$ cat src/rtl/ccs_regs.vh
// Summary of operation
// - patch readout hides address, selects patch input
// - clear in address mode zeroes address, pointer home
// - addressed coefficient takes reference unless view
// - value keying routes display and keypad to data
// - value digits fill left to right
// - clear in value keying zeroes data register
// - apply drives device, indicator lit about 1s
// - setting done returns to address entry
// - apply disconnects input even in view mode
// - up/down slew servo pot, input kept
// - timer cycles initial, compute, hold intervals
// - interval time is count times unit
// - carry pulse at each interval change
// - speed buttons decode to four time scales
// - time scale picks logic clock sub-frequency
// - analog mode buttons affect analog only
// - load mode initialises logic components
// - run mode delivers logic clocks
// - stop mode withholds logic clocks
// - timer-driven modes override analog buttons
// - burst advance releases pulses only in stop
// - overload freeze forces hold on overload
// - address holds class, field, area, number
`ifndef CCS_REGS_VH
`define CCS_REGS_VH
`define CCS_ADDR_CTRL     12'h000
`define CCS_ADDR_MODE     12'h004
`define CCS_ADDR_TIMER    12'h008
`define CCS_ADDR_ADDRESS  12'h00c
`define CCS_ADDR_DATA     12'h010
`define CCS_ADDR_STATUS   12'h014
`define CCS_APPLY_MS      1000
`define CCS_CLK_MHZ       100
`define CCS_APPLY_CYC     (`CCS_APPLY_MS * 1000 * `CCS_CLK_MHZ)
`define CCS_UNIT_CYC      (`CCS_CLK_MHZ * 10000)
`define CCS_BURST_LEN     8'h08
`define CCS_DIV_X1        10'h3e7
`define CCS_DIV_X10       10'h063
`define CCS_DIV_SPEED_HUNDREDFOLD      10'h009
`define CCS_DIV_SPEED_THOUSANDFOLD     10'h000
`define CCS_KEY_DIGIT     2'h0
`define CCS_KEY_CLEAR     2'h1
`define CCS_KEY_APPLY     2'h2
`endif

$ cat src/rtl/ccs_top.v
// Added by the designer: the APB slave port and the address map.
`timescale 1ns/10ps
`include "ccs_regs.vh"
module ccs_top #(
  parameter APPLY_CYC = `CCS_APPLY_CYC,
  parameter UNIT_CYC  = `CCS_UNIT_CYC
) (
  // clock and reset
  input  wire        sys_clk,
  input  wire        reset_n,
  // apb slave
  input  wire        psel,
  input  wire        penable,
  input  wire        pwrite,
  input  wire [11:0] paddr,
  input  wire [31:0] pwdata,
  output reg  [31:0] prdata,
  output reg         pready,
  output reg         pslverr,
  // analog side
  input  wire        overload,
  input  wire        servo_pot_addressed,
  output reg         readout_from_patch,
  output reg         address_display_blank,
  output reg         coef_input_reference,
  output reg         apply_coefficient,
  output reg         servo_up,
  output reg         servo_down,
  output reg  [1:0]  analog_mode_bus,
  output reg  [1:0]  time_scale,
  // logic side
  output reg         logic_clear,
  output reg         logic_clock,
  output reg         timer_carry
);
// ----------------------------------------------------------------
// software-visible control
// ----------------------------------------------------------------
reg  [7:0]  ctrl_q;
reg  [5:0]  mode_q;
reg  [31:0] timer_q;
reg  [15:0] address_q;
reg  [19:0] data_q;
reg  [2:0]  ptr_q;
reg         value_keying_q;
reg  [31:0] apply_cnt_q;
reg  [1:0]  interval_q;
reg  [31:0] unit_cnt_q;
reg  [7:0]  burst_q;
reg  [9:0]  div_q;
wire        patch_readout_select          = ctrl_q[0];
wire        coefficient_times_input_view  = ctrl_q[1];
wire        timer_driven_analog_modes     = ctrl_q[2];
wire        overload_freeze               = ctrl_q[3];
wire        speed_tenfold                 = ctrl_q[4];
wire        speed_hundredfold             = ctrl_q[5];
wire [1:0]  analog_buttons                = mode_q[1:0];
wire [1:0]  logic_buttons                 = mode_q[3:2];
wire        wr = psel && penable && pwrite && pready;
wire        key_wr = wr && (paddr == `CCS_ADDR_DATA);
wire [1:0]  key_kind = pwdata[5:4];
wire [3:0]  key_val  = pwdata[3:0];
wire        applying = (apply_cnt_q != 32'h0);
wire        mode_wr      = wr && (paddr == `CCS_ADDR_MODE);
wire        enter_keying = mode_wr && pwdata[6];
wire        burst_req    = mode_wr && pwdata[7];
// status fields, low bit kept spare
wire [31:0] status_word  = {24'h0,
                            burst_q != 8'h0,
                            applying,
                            value_keying_q,
                            interval_q,
                            analog_mode_bus,
                            1'b0};
// ----------------------------------------------------------------
// apb slave, one wait state
// ----------------------------------------------------------------
always @(posedge sys_clk) begin
  if (!reset_n) begin
    pready  <= 1'b0;
    pslverr <= 1'b0;
    prdata  <= 32'h0;
  end else begin
    pready  <= psel && penable && !pready;
    pslverr <= 1'b0;
    if (psel && penable && !pready) begin
      pslverr <= (paddr > `CCS_ADDR_STATUS) || (paddr[1:0] != 2'h0);
      case (paddr)
        `CCS_ADDR_CTRL:    prdata <= {24'h0, ctrl_q};
        `CCS_ADDR_MODE:    prdata <= {26'h0, mode_q};
        `CCS_ADDR_TIMER:   prdata <= timer_q;
        `CCS_ADDR_ADDRESS: prdata <= {13'h0, ptr_q, address_q};
        `CCS_ADDR_DATA:    prdata <= {12'h0, data_q};
        `CCS_ADDR_STATUS:  prdata <= status_word;
        default:           prdata <= 32'h0;
      endcase
    end
  end
end
// ----------------------------------------------------------------
// configuration registers
// ----------------------------------------------------------------
always @(posedge sys_clk) begin
  if (!reset_n) begin
    ctrl_q  <= 8'h0;
    mode_q  <= 6'h0;
    timer_q <= 32'h0;
  end else begin
    if (wr && paddr == `CCS_ADDR_CTRL)
      ctrl_q <= pwdata[7:0];
    // field write replaces previous selection
    if (mode_wr)
      mode_q <= pwdata[5:0];
    if (wr && paddr == `CCS_ADDR_TIMER)
      timer_q <= pwdata;
  end
end
// ----------------------------------------------------------------
// mode, address and data entry
// ----------------------------------------------------------------
always @(posedge sys_clk) begin
  if (!reset_n) begin
    address_q      <= 16'h0;
    data_q         <= 20'h0;
    ptr_q          <= 3'h0;
    value_keying_q <= 1'b0;
    apply_cnt_q    <= 32'h0;
  end else begin
    if (applying) begin
      apply_cnt_q <= apply_cnt_q - 32'h1;
      if (apply_cnt_q == 32'h1)
        value_keying_q <= 1'b0;
    end else if (key_wr) begin
      case (key_kind)
        `CCS_KEY_DIGIT: begin
          if (value_keying_q) begin
            case (ptr_q)
              3'h0: data_q[19:16] <= key_val;
              3'h1: data_q[15:12] <= key_val;
              3'h2: data_q[11:8]  <= key_val;
              3'h3: data_q[7:4]   <= key_val;
              3'h4: data_q[3:0]   <= key_val;
              default: data_q <= data_q;
            endcase
            if (ptr_q < 3'h5)
              ptr_q <= ptr_q + 3'h1;
          end else begin
            // class, field, area, number in entry order
            case (ptr_q)
              3'h0: address_q[15:12] <= key_val;
              3'h1: address_q[11:8]  <= key_val;
              3'h2: address_q[7:4]   <= key_val;
              3'h3: address_q[3:0]   <= key_val;
              default: address_q <= address_q;
            endcase
            if (ptr_q < 3'h4)
              ptr_q <= ptr_q + 3'h1;
          end
        end
        `CCS_KEY_CLEAR: begin
          ptr_q <= 3'h0;
          if (value_keying_q)
            data_q <= 20'h0;
          else
            address_q <= 16'h0;
        end
        `CCS_KEY_APPLY: begin
          if (value_keying_q) begin
            apply_cnt_q <= APPLY_CYC;
            ptr_q       <= 3'h0;
          end
        end
        default: ptr_q <= ptr_q;
      endcase
    end
    // placed last so a request in the final apply cycle wins
    if (enter_keying) begin
      value_keying_q <= 1'b1;
      // pointer left over from address entry would skip digits
      ptr_q          <= 3'h0;
    end
  end
end
// ----------------------------------------------------------------
// readout and coefficient connection
// ----------------------------------------------------------------
always @(posedge sys_clk) begin
  if (!reset_n) begin
    readout_from_patch    <= 1'b0;
    address_display_blank <= 1'b0;
    coef_input_reference  <= 1'b0;
    apply_coefficient     <= 1'b0;
    servo_up              <= 1'b0;
    servo_down            <= 1'b0;
  end else begin
    readout_from_patch    <= patch_readout_select;
    address_display_blank <= patch_readout_select;
    // apply overrides the view so setting sees reference
    coef_input_reference  <= applying || !coefficient_times_input_view;
    apply_coefficient     <= applying;
    // slewing leaves input connection alone
    servo_up   <= servo_pot_addressed && ctrl_q[6] && !applying;
    servo_down <= servo_pot_addressed && ctrl_q[7] && !applying;
  end
end
// ----------------------------------------------------------------
// time scale and clock sub-frequency
// ----------------------------------------------------------------
reg  [9:0] div_max;
always @* begin
  case (time_scale)
    2'h0:    div_max = `CCS_DIV_X1;
    2'h1:    div_max = `CCS_DIV_X10;
    2'h2:    div_max = `CCS_DIV_SPEED_HUNDREDFOLD;
    default: div_max = `CCS_DIV_SPEED_THOUSANDFOLD;
  endcase
end
// one divider feeds timer and logic so both scale together
wire       sub_tick = (div_q == div_max);
always @(posedge sys_clk) begin
  if (!reset_n) begin
    time_scale <= 2'h0;
    div_q      <= 10'h0;
  end else begin
    // hundredfold is the high bit, tenfold the low bit
    time_scale <= {speed_hundredfold, speed_tenfold};
    div_q      <= sub_tick ? 10'h0 : div_q + 10'h1;
  end
end
// ----------------------------------------------------------------
// interval timer
// ----------------------------------------------------------------
reg  [7:0]  cur_count;
reg  [1:0]  cur_unit;
reg  [6:0]  unit_mult;
always @* begin
  case (interval_q)
    2'h0: begin
      cur_count = timer_q[7:0];
      cur_unit  = timer_q[25:24];
    end
    2'h1: begin
      cur_count = timer_q[15:8];
      cur_unit  = timer_q[27:26];
    end
    default: begin
      cur_count = timer_q[23:16];
      cur_unit  = timer_q[29:28];
    end
  endcase
end
// unit tick is the finest step, coarser units count it up
always @* begin
  case (cur_unit)
    2'h0:    unit_mult = 7'h64;
    2'h1:    unit_mult = 7'h0a;
    default: unit_mult = 7'h01;
  endcase
end
wire [6:0]  cur_ticks = {3'h0, cur_count[7:4]} * 7'h0a + {3'h0, cur_count[3:0]};
wire        unit_tick = sub_tick && (unit_cnt_q >= UNIT_CYC / 1000 - 1);
reg  [13:0] sub_cnt_q;
wire [13:0] interval_len = cur_ticks * unit_mult;
always @(posedge sys_clk) begin
  if (!reset_n) begin
    interval_q  <= 2'h0;
    unit_cnt_q  <= 32'h0;
    sub_cnt_q   <= 14'h0;
    timer_carry <= 1'b0;
  end else begin
    timer_carry <= 1'b0;
    if (sub_tick)
      unit_cnt_q <= unit_tick ? 32'h0 : unit_cnt_q + 32'h1;
    if (unit_tick) begin
      if (sub_cnt_q + 14'h1 >= interval_len) begin
        sub_cnt_q   <= 14'h0;
        interval_q  <= (interval_q == 2'h2) ? 2'h0 : interval_q + 2'h1;
        timer_carry <= 1'b1;
      end else
        sub_cnt_q <= sub_cnt_q + 14'h1;
    end
  end
end
// ----------------------------------------------------------------
// analog modes: 0 initial, 1 compute, 2 hold
// ----------------------------------------------------------------
// the spare button code is taken as hold, the safe choice
reg  [1:0] analog_sel;
always @* begin
  case (analog_buttons)
    2'h1:    analog_sel = 2'h1;
    2'h2:    analog_sel = 2'h2;
    2'h3:    analog_sel = 2'h2;
    default: analog_sel = 2'h0;
  endcase
end
always @(posedge sys_clk) begin
  if (!reset_n)
    analog_mode_bus <= 2'h0;
  else if (overload_freeze && overload)
    analog_mode_bus <= 2'h2;
  else if (timer_driven_analog_modes)
    analog_mode_bus <= interval_q;
  else
    analog_mode_bus <= analog_sel;
end
// ----------------------------------------------------------------
// logic modes: 0 load, 1 run, 2 stop
// ----------------------------------------------------------------
always @(posedge sys_clk) begin
  if (!reset_n) begin
    logic_clear <= 1'b1;
    logic_clock <= 1'b0;
    burst_q     <= 8'h0;
  end else begin
    logic_clear <= (logic_buttons == 2'h0);
    logic_clock <= 1'b0;
    case (logic_buttons)
      2'h1: begin
        logic_clock <= sub_tick;
        burst_q     <= 8'h0;
      end
      2'h2: begin
        if (burst_req && burst_q == 8'h0)
          burst_q <= `CCS_BURST_LEN;
        else if (burst_q != 8'h0 && sub_tick) begin
          logic_clock <= 1'b1;
          burst_q     <= burst_q - 8'h1;
        end
      end
      default: burst_q <= 8'h0;
    endcase
  end
end
endmodule // ccs_top

$ cat config.mk
export PLATFORM = sky130hd
export DESIGN_NAME = ccs_top
export DESIGN_NICKNAME = d
export VERILOG_FILES = /design/src/rtl/ccs_top.v
export VERILOG_INCLUDE_DIRS = /design/src /design/src/rtl
export SDC_FILE = /design/constraint.sdc
export NUM_CORES = 1
export LEC_CHECK = 0
export ABC_AREA = 1
export BUFFER_PORTS_ARGS = -buffer_cell sky130_fd_sc_hd__buf_4
export CORE_MARGIN = 1
export CORE_UTILIZATION = 50
export CTS_BUF_LIST = sky130_fd_sc_hd__clkbuf_16
export DETAILED_ROUTE_END_ITERATION = 8
export PLACE_DENSITY = 0.7
export SYNTH_ARGS = -nofsm -noshare
export SYNTH_HDL_FRONTEND = slang
export SYNTH_SLANG_ARGS = --single-unit
$ cat constraint.sdc
create_clock -name sys_clk -period 6.14 [get_ports sys_clk]
set_input_delay 0.614 -clock sys_clk [delete_from_list [all_inputs] [get_ports sys_clk]]
set_output_delay 0.614 -clock sys_clk [all_outputs]
set_load 0.005 [all_outputs]
==> results of run 1 <==
power by group through the flow:
stage                     Sequential [uW]  Combinational, uW  Clock, uW
after detailed placement             1710               1170          0
after global placement               1710               1160          0
after global routing                 1700               1340       1750
after CTS                            1680               1180       1680
final                                1680               1180       1650
after floorplan                      1690                942          0
final timing paths:
| path | cells after the start | start | endpoint | slack [ns] |
|---|---|---|---|---|
| worst max-delay path | 35 | interval_q[0] | sub_cnt_q[8] | -0.27 |
| worst min-delay path | 3 | pwdata[19] | timer_q[19] | 0.31 |
| worst max register to register | 35 | interval_q[0] | sub_cnt_q[8] | -0.27 |
| worst min register to register | 2 | unit_cnt_q[29] | unit_cnt_q[29] | 0.44 |
cell type report:
type,instances,area [sq um],share of cell area
Multi-Input combinational cell,1334,7687,0.4876
Sequential cell,230,4612,0.2925
Timing Repair Buffer,157,1199,0.07603
Inverter,251,947.2,0.06007
Clock buffer,26,650.6,0.04127
Tap cell,335,419.2,0.02659
Clock inverter,19,251.5,0.01595
Yosys cell counts, drive strengths merged (2+ instances only):
library cell	instances
nor4	3
dfxtp	230
clkinv	3
inv	248
nor3	84
xnor2	27
ha	76
o21ai	110
clkbuf	32
nand3	102
o21bai	2
o21a	2
or2	7
a21oi	104
o211ai	10
and3	3
o22ai	6
a22oi	3
fa	18
nand3b	2
nand2	353
o31ai	2
nor2	322
buf	31
xor2	41
nand4	55
sequential cells by signal, indices dropped and copies added (netlist names), 3 cells and up:
signal and count:
timer_q 32, ptr_q 3, mode_q 6, sub_cnt_q 14
prdata 32, address_q 16, ctrl_q 8, unit_cnt_q 32
div_q 10, burst_q 8, data_q 20, apply_cnt_q 32
layout by cell type (no fill, tap or decap), types with 3 or more instances in the layout:
master | Yosys | layout
bufinv_16 | 0 | 6
nand2_4 | 2 | 4
ha_4 | 0 | 7
nand4_2 | 4 | 4
nor3_1 | 80 | 79
a22oi_1 | 3 | 3
nor2_1 | 300 | 287
nand2_2 | 9 | 16
a21oi_4 | 0 | 3
ha_1 | 76 | 69
nor3_2 | 3 | 3
dfxtp_1 | 230 | 228
nand4_1 | 51 | 51
or2_2 | 7 | 6
o21ai_0 | 103 | 98
xnor2_2 | 2 | 3
nor2_4 | 11 | 14
a21oi_2 | 1 | 9
a21oi_1 | 103 | 92
buf_4 | 9 | 154
clkinv_2 | 0 | 5
inv_1 | 240 | 227
clkbuf_16 | 0 | 26
fa_1 | 18 | 17
nor4_1 | 3 | 3
xnor2_1 | 25 | 24
xor2_1 | 41 | 40
nor2_2 | 10 | 20
clkinv_1 | 3 | 9
nand3_2 | 6 | 12
nand3_1 | 95 | 89
o21ai_1 | 7 | 6
o22ai_1 | 6 | 6
o21ai_2 | 0 | 4
nand2_1 | 342 | 333
o211ai_1 | 10 | 10
inv_2 | 7 | 19
stage by stage:
step / hold slack, ns / setup slack, ns / cells / power (uW)
2_1_floorplan: 0.4071 / -0.003061 / 1878 / 2635
5_1_grt: 0.3134 / -0.5296 / 2352 / 4786
3_3_place_gp: 0.4256 / -0.2069 / 2291 / 2868
4_1_cts: 0.3014 / -0.2187 / 2348 / 4541
6_report: 0.3078 / -0.2656 / 2352 / 4522
3_5_place_dp: 0.4291 / -0.3803 / 2291 / 2887
metal layers:
layer,share of wire,global-route usage
met1,0.45,0.3517
met5,0,0
met2,0.47,0.4261
met3,0.065,0.04043
met4,0.019,0.05963
logic make-up (layout without fill, tap and decap cells):
logic type | after synthesis | after routing | synth area share
xor+xnor | 68 | 68 | 0.04612
compound gates | 240 | 240 | 0.09537
fa+ha+maj | 94 | 94 | 0.09906
simple gates | 932 | 932 | 0.3148
flops | 230 | 230 | 0.3478
buf+inv | 314 | 453 | 0.09679
tightest hold or removal path, delay by kind of cell:
| family | cells | cell delay (ns) |
|---|---|---|
| buf+inv | 1 | 0.08 |
| simple gates | 2 | 0.12 |
timing repair:
item,in CTS,in global routing
pin swaps,27,46
endpoints found under the setup margin,17,17
buffers inserted,12,4
hold buffers,0,0
gates resized for setup,34,46
==> metrics.txt, run 1 <==
status complete, but fails checks; failing checks setup timing; top cell type's share of synthesized area 0.3478; Site Rows 59; TritonCTS Buffers 26; cell taking the most area after synthesis dfxtp_1; clock group share of total power 0.366; Die Y 164.7 um; number of routed nets with antenna violations 0; Synth Net Count 2023; Final WS setup -0.2656 ns; Longest Clk Path Bufs 3; Nets 2145; CP delay by family, top adder cells; chip width 164.7 um; via count 12369; sequential share of power 0.372; drt pass-1 iters 6; fin crit period 6.406 ns; Sw Share 0.3339; GRT Total Usage 0.2579; Critical Setup Path Class flip-flop to flip-flop; HPWL after detailed placement 25.20 mm; RSZ-0062 raised after global routing yes; peak supply drop 0.3518 mV; Layout area overhead 19.10%; Synth Warn # 0; internal power 3012 uW; Power Dens Cells 286.8 nW/um^2; placed instance area 14430 sq um; Initial Util 0.5094; leakage power 0.007041 uW; CTS Root Buffer Type clkbuf_16; gp weighted congestion 0.9193; sw power 1510 uW; post-route setup TNS -3.733 ns; final setup violation count 17; number of synthesized flops with an enable pin 0; Tightest Pin Transition 1.211 ns; combinational group share of total power 0.262; vias in the first global route 11448; starting DRC count in detailed routing 939; CTS tree built; largest net degree at the start of global routing 114; Slew Viols, Final 0; I/O pin total 98; Avg WL per Cell 14.94 um; dominant cells by area after synthesis dfxtp_1 35%, nand2_1 9.7%, nor2_1 8.5%; Slew HR 0.1930; antenna diode instance count 0; cell mode on critical path inv_2; clk_lat worst skew 0.54 ns; CP max FO 6; Final Util 0.6068; Via-to-Cell Ratio 5.259; layout cell share with drive strength beyond 1 0.1656; post-synthesis async set-or-reset flop share 0; IO Port Bufs 97; TritonCTS Sinks 230; register area share after synthesis 0.3478; Worst EP required 6.62 ns; initial antenna violation count 0; Max stage delay cell, worst path fa_2; Tcrit/Tclk final 1.043; Finished Cell Area 15770 sq um; Final Skew 0.008692 ns; Hold Crit Class input port to flip-flop; fillers 2412; gr ovfl total 0; first-pass GRT wire length 56.30 mm; maximum clock rate 156.1 MHz; CP arrival 6.89 ns; Critical Path Max Stage Delay 0.56 ns; Fin. Hold Viols 0; #FFs+latches synth 230; CP Capture Type flip-flop; ys flop type dfxtp_1; Mapped Cells 1878; Clock transition at path regs 0.06 ns; Worst Setup Start Kind flip-flop; maxcap violations 0; drt drc 0; Syn Area/Cell 7.049 sq um; core box area 25980 sq um; Synth cell types 46; H-tree depth 1; total die area 27130 sq um; Mapped Area 13240 sq um; final wirelength 35.14 mm; WP buf/inv 7
Power figures use the tool's default switching activity.
==> inputs of run 2 (changes only) <==
--- a/config.mk
+++ b/config.mk
@@ -7,12 +7,12 @@
 export NUM_CORES = 1
 export LEC_CHECK = 0
 export ABC_AREA = 1
-export BUFFER_PORTS_ARGS = -buffer_cell sky130_fd_sc_hd__buf_4
 export CORE_MARGIN = 1
 export CORE_UTILIZATION = 50
 export CTS_BUF_LIST = sky130_fd_sc_hd__clkbuf_16
 export DETAILED_ROUTE_END_ITERATION = 8
-export PLACE_DENSITY = 0.7
+export DONT_BUFFER_PORTS = 1
+export PLACE_DENSITY = 0.67
 export SYNTH_ARGS = -nofsm -noshare
 export SYNTH_HDL_FRONTEND = slang
 export SYNTH_SLANG_ARGS = --single-unit
==> metrics.txt, run 2 (synthesized netlist as in run 1, its figures left out) <==
Critical Setup Path Class flip-flop to flip-flop; fillers 2529 (+4.9%); starting DRC count in detailed routing 886 (-5.6%); gp weighted congestion 0.9324 (+1.4%); HPWL after detailed placement 25.04 mm (-0.67%); Fin. Hold Viols 0 (unchanged); Slew Viols, Final 0 (unchanged); total power 4313 uW (-4.6%); Avg WL per Cell 15.28 um (+2.2%); Worst EP required 6.61 ns (about the same); IO Port Bufs 0 (-100%); CP arrival 6.95 ns (+0.06 ns); Die Y 164.7 um (unchanged); Hold Crit Class input port to flip-flop; Slew HR 0.2052 (+0.01220); Critical Path Max Stage Delay 0.54 ns (-0.02 ns); Hold Slack 0.2150 ns (-0.09275 ns); status complete, but fails checks; final wirelength 34.52 mm (-1.8%); number of routed nets with antenna violations 0 (unchanged); Longest Clk Path Bufs 3 (unchanged); GRT Total Usage 0.2525 (-0.005431); placed instance count 2197 (-4.1%); final setup violation count 17 (unchanged); Power Dens Cells 288.8 nW/um^2 (+0.70%); fin crit period 6.479 ns (+0.07332 ns); largest net degree at the start of global routing 121 (+6.1%); CTS Root Buffer Type clkbuf_16; Final Skew 0.02443 ns (+0.01573 ns); chip width 164.7 um (unchanged); layout cell share with drive strength beyond 1 0.1164 (-0.04923); Final WS setup -0.3389 ns (-0.07332 ns); leakage power 0.006516 uW (-7.5%); Hold Path End timer_q[8]; commonest cells after routing, fill and taps aside 334 x nand2_1, 291 x nor2_1, 235 x inv_1; CTS tree built; Non-Filler Instances 2260 (-3.9%); Reg area 4612 sq um (unchanged); CP Capture Type flip-flop; vias in the first global route 11051 (-3.5%); total die area 27130 sq um (unchanged); initial antenna violation count 0 (unchanged); first-pass GRT wire length 54.82 mm (-2.6%); Multi-input gate area 7644 sq um (-0.57%); TritonCTS Sinks 230 (unchanged); post-route setup TNS -4.822 ns (-1.089 ns); drt pass-1 iters 5 (-1); commonest non-fill, non-tap cell in the layout nand2_1; peak supply drop 0.4023 mV (+14%); Via-to-Cell Ratio 5.300 (+0.77%); maxcap violations 0 (unchanged); CP max FO 5 (-1); antenna diode instance count 0 (unchanged); drt drc 0 (unchanged); cell mode on critical path inv_2; via count 11977 (-3.2%); TritonCTS Buffers 27 (+3.8%); DP Worst Slack -0.3609 ns (+0.01945 ns); Worst Setup Start Kind flip-flop; Hold Crit Depth 2 (-1); Tightest Pin Transition 1.189 ns (-0.02112 ns); I/O pin total 98 (unchanged); worst r2r src interval_q[0]; failing checks setup timing; maximum clock rate 154.3 MHz (-1.1%); R2R Setup Slk -0.34 ns (-0.07 ns); worst r2r dst sub_cnt_q[9]; Site Rows 59 (unchanged); Nets 2051 (-4.4%); Initial Util 0.5094 (unchanged); Clock transition at path regs 0.06 ns (about the same); Max stage delay cell, worst path fa_1; min-delay src pwdata[8]; Layout area overhead 12.80%; worst-case reg-to-reg path depth 36 (+2.9%); clk_lat worst skew 0.55 ns (about the same); Tcrit/Tclk final 1.055 (+0.01194); H-tree depth 1 (unchanged); core box area 25980 sq um (unchanged); RSZ-0062 raised after global routing yes; gr ovfl total 0 (unchanged)
## run 2: cell types whose count changed in the layout (fill, tap and decap cells not counted), sizes merged
| cell | delta |
|---|---|
| buf | -95 |
| bufinv | -4 |
| clkbuf | +1 |
| inv | +6 |
## run 2: power breakdown
part           leakage (uW)  internal [uW]  switching, uW
Clock              0.000423            876            629
Sequential          0.00186           1590           92.7
Combinational       0.00423            372            751
## run 2: area by class of cell
class,count,share of cell area
repair buffers,62,0.03268
multi-input cells,1334,0.5119
clock inverters,21,0.009804
flip-flops and latches,230,0.3089
inverters,251,0.06343
well taps,335,0.02807
clock buffers,27,0.04525
## run 2: how the worst max path moves through the flow
stage                  start           end  slack (ns)  depth (start not counted)
3_5_place_dp   interval_q[0]  sub_cnt_q[9]       -0.36                         35
4_1_cts        interval_q[1]  sub_cnt_q[0]       -0.24                         34
5_1_grt        interval_q[0]  sub_cnt_q[8]       -0.66                         36
6_report       interval_q[0]  sub_cnt_q[9]       -0.34                         36
3_3_place_gp   interval_q[0]  sub_cnt_q[1]       -0.21                         35
2_1_floorplan  interval_q[0]  sub_cnt_q[4]      -0.003                         35
## run 2: routing by layer
layer  vias up  wire (um)  share of wire  GRT usage
li1       6092          -              -          -
met1      5509      15080           0.44     0.3292
met2       316      16380           0.47     0.4286
met3        60       2151          0.062    0.04269
met4         0        907          0.026    0.06839
met5         -          0              0          0
## run 2: through the flow
step / utilization / cell area [sq um]
finish: 0.5746 / 14930
global route: 0.5746 / 14930
CTS: 0.5679 / 14760
detailed placement: 0.5282 / 13720
global placement: 0.5282 / 13720
floorplan: - / 13300
## run 2: what timing repair did
action,4_1_cts,5_1_grt
hold buffers,0,0
pin swaps,23,33
setup buffers,9,6
gates resized for setup,32,41
endpoints found under the setup margin,17,17
## run 2: critical path: cells and delay by family (launching register included)
family                   cells  cell delay [ns]
adder cells (fa/ha/maj)      9             3.25
AND/OR/NAND/NOR              9             0.96
AO/OA/AOI/OAI                7             0.95
buffers and inverters        9             0.53
flip-flops                   1             0.38
XOR/XNOR                     2             0.35
==> inputs of run 3 (changes only) <==
--- a/config.mk
+++ b/config.mk
@@ -12,7 +12,7 @@
 export CTS_BUF_LIST = sky130_fd_sc_hd__clkbuf_16
 export DETAILED_ROUTE_END_ITERATION = 8
 export DONT_BUFFER_PORTS = 1
-export PLACE_DENSITY = 0.67
+export PLACE_DENSITY = 0.64
 export SYNTH_ARGS = -nofsm -noshare
 export SYNTH_HDL_FRONTEND = slang
 export SYNTH_SLANG_ARGS = --single-unit
==> constraint.sdc (replaced) <==
create_clock -name sys_clk -period 6.98 [get_ports sys_clk]
set_input_delay 0.698 -clock sys_clk [delete_from_list [all_inputs] [get_ports sys_clk]]
set_output_delay 0.698 -clock sys_clk [all_outputs]
set_load 0.005 [all_outputs]
==> metrics.txt, run 3 (synthesized netlist as in run 1, its figures left out) <==
Fin. Hold Viols 0 (unchanged); starting DRC count in detailed routing 783 (-12%); Final Skew 0.02691 ns (+0.002487 ns); Site Rows 59 (unchanged); Initial Util 0.5094 (unchanged); Final Util 0.5529 (-0.02172); CP arrival 7.08 ns (+0.13 ns); number of routed nets with antenna violations 0 (unchanged); H-tree depth 1 (unchanged); total power 3808 uW (-12%); Hold Crit Class input port to flip-flop; internal power 2476 uW (-13%); Worst Setup Start Kind flip-flop; layout cell share with drive strength beyond 1 0.07500 (-0.04136); Hold Slack 0.2862 ns (+0.07119 ns); IO Port Bufs 0 (unchanged); final setup violation count 0 (-17); sequential share of power 0.389 (-0.002); final wirelength 34.19 mm (-0.96%); Power Dens Cells 265.1 nW/um^2 (-8.2%); peak supply drop 0.3114 mV (-23%); Tcrit/Tclk final 0.9450 (-0.1102); Via-to-Cell Ratio 5.272 (-0.52%); cell mode on critical path inv_1; gp weighted congestion 0.9071 (-2.7%); Avg WL per Cell 15.44 um (+1.1%); vias in the first global route 10628 (-3.8%); antenna diode instance count 0 (unchanged); Clock transition at path regs 0.06 ns (about the same); Max stage delay cell, worst path fa_1; placed instance area 13430 sq um (-2.2%); I/O pin total 98 (unchanged); TritonCTS Buffers 27 (unchanged); sw power 1333 uW (-9.5%); post-cts hold buffer count 0 (unchanged); gr ovfl total 0 (unchanged); CP Capture Type flip-flop; Tightest Pin Transition 1.234 ns (+0.04450 ns); commonest cells after routing, fill and taps aside 342 x nand2_1, 294 x nor2_1, 241 x inv_1; initial antenna violation count 0 (unchanged); drt pass-1 iters 7 (+2); leakage power 0.006240 uW (-4.2%); worst-case reg-to-reg path depth 36 (unchanged); Hold Path End timer_q[19]; CTS Root Buffer Type clkbuf_16; Die Y 164.7 um (unchanged); R2R Setup Slk 0.38 ns (+0.72 ns); TritonCTS Sinks 230 (unchanged); core box area 25980 sq um (unchanged); maxcap violations 0 (unchanged); CP max FO 9 (+4); CTS tree built; Hold Crit Depth 2 (unchanged); post-route setup TNS 0 ns (+4.822 ns); Finished Cell Area 14370 sq um (-3.8%); Layout area overhead 8.535%; GRT Total Usage 0.2487 (-0.003771); drt drc 0 (unchanged); maximum clock rate 151.6 MHz (-1.8%); min-delay src pwdata[19]; Slew Viols, Final 0 (unchanged); Critical Setup Path Class flip-flop to flip-flop; Longest Clk Path Bufs 3 (unchanged); via count 11677 (-2.5%); total die area 27130 sq um (unchanged); largest net degree at the start of global routing 121 (unchanged); Critical Path Max Stage Delay 0.55 ns (about the same); clk_lat worst skew 0.56 ns (about the same); Slew HR 0.1729 (-0.03227); HPWL after detailed placement 25.16 mm (+0.50%); chip width 164.7 um (unchanged); fin crit period 6.596 ns (+0.1172 ns); clock group share of total power 0.348 (about the same); status completed; Nets 2007 (-2.1%); commonest non-fill, non-tap cell in the layout nand2_1; Sw Share 0.3500 (+0.008546); first-pass GRT wire length 53.60 mm (-2.2%); worst r2r src interval_q[1]; worst r2r dst sub_cnt_q[12]; combinational group share of total power 0.263 (+0.003); Worst EP required 7.46 ns (+0.85 ns)
## run 3: cell type report
| cell class | instances | area [sq um] |
|---|---|---|
| Fill cell | 2573 | 11620 |
| Sequential cell | 230 | 4606 |
| Clock buffer | 27 | 675.6 |
| Clock inverter | 20 | 146.4 |
| Timing Repair Buffer | 18 | 151.4 |
| Inverter | 251 | 944.7 |
| Multi-Input combinational cell | 1334 | 7425 |
| Tap cell | 335 | 419.2 |
## run 3: repair_timing
action	4_1_cts	5_1_grt
pin swaps	1	5
endpoints found under the setup margin	9	17
gates resized for setup	0	20
buffers inserted	1	3
## run 3: metal layers
layer | up-vias | share of wire | global-route usage
li1 | 6012 | - | -
met1 | 5379 | 0.46 | 0.3289
met2 | 228 | 0.47 | 0.4179
met3 | 58 | 0.051 | 0.04646
met4 | 0 | 0.020 | 0.05755
met5 | - | 0 | 0
## run 3: per-stage QoR
step | setup WS (ns) | cells
2_1_floorplan | 0.4370 | 1878
3_3_place_gp | 0.1536 | 2164
3_5_place_dp | 0.01723 | 2164
4_1_cts | 0.02463 | 2212
5_1_grt | -0.02461 | 2215
6_report | 0.3839 | 2215
## run 3: power groups by stage
stage          logic (uW)  registers, uW  clock network, uW
3_5_place_dp          989           1510                  0
6_report             1000           1480               1330
3_3_place_gp          974           1510                  0
5_1_grt              1150           1490               1400
2_1_floorplan         828           1490                  0
4_1_cts               994           1480               1350
## run 3: worst max-delay path, delay by kind of cell, from the launching register on
kind                       cells  cell delay [ns]
and+or+nand+nor               11             1.06
DFF                            1             0.39
buffers and inverters          8             0.66
AOI/OAI and AO/OA              6             0.76
adders and majority gates      9             3.26
xor gates and xnor gates       2             0.37
## run 3: worst max path at each step
| stage | start | cells past startpoint | slack, ns | end |
|---|---|---|---|---|
| 3_3_place_gp | interval_q[0] | 34 | 0.15 | sub_cnt_q[10] |
| 3_5_place_dp | interval_q[0] | 34 | 0.02 | sub_cnt_q[7] |
| 2_1_floorplan | interval_q[1] | 34 | 0.44 | sub_cnt_q[10] |
| 6_report | interval_q[1] | 36 | 0.38 | sub_cnt_q[12] |
| 5_1_grt | interval_q[1] | 36 | -0.02 | interval_q[1] |
| 4_1_cts | interval_q[0] | 34 | 0.02 | interval_q[1] |
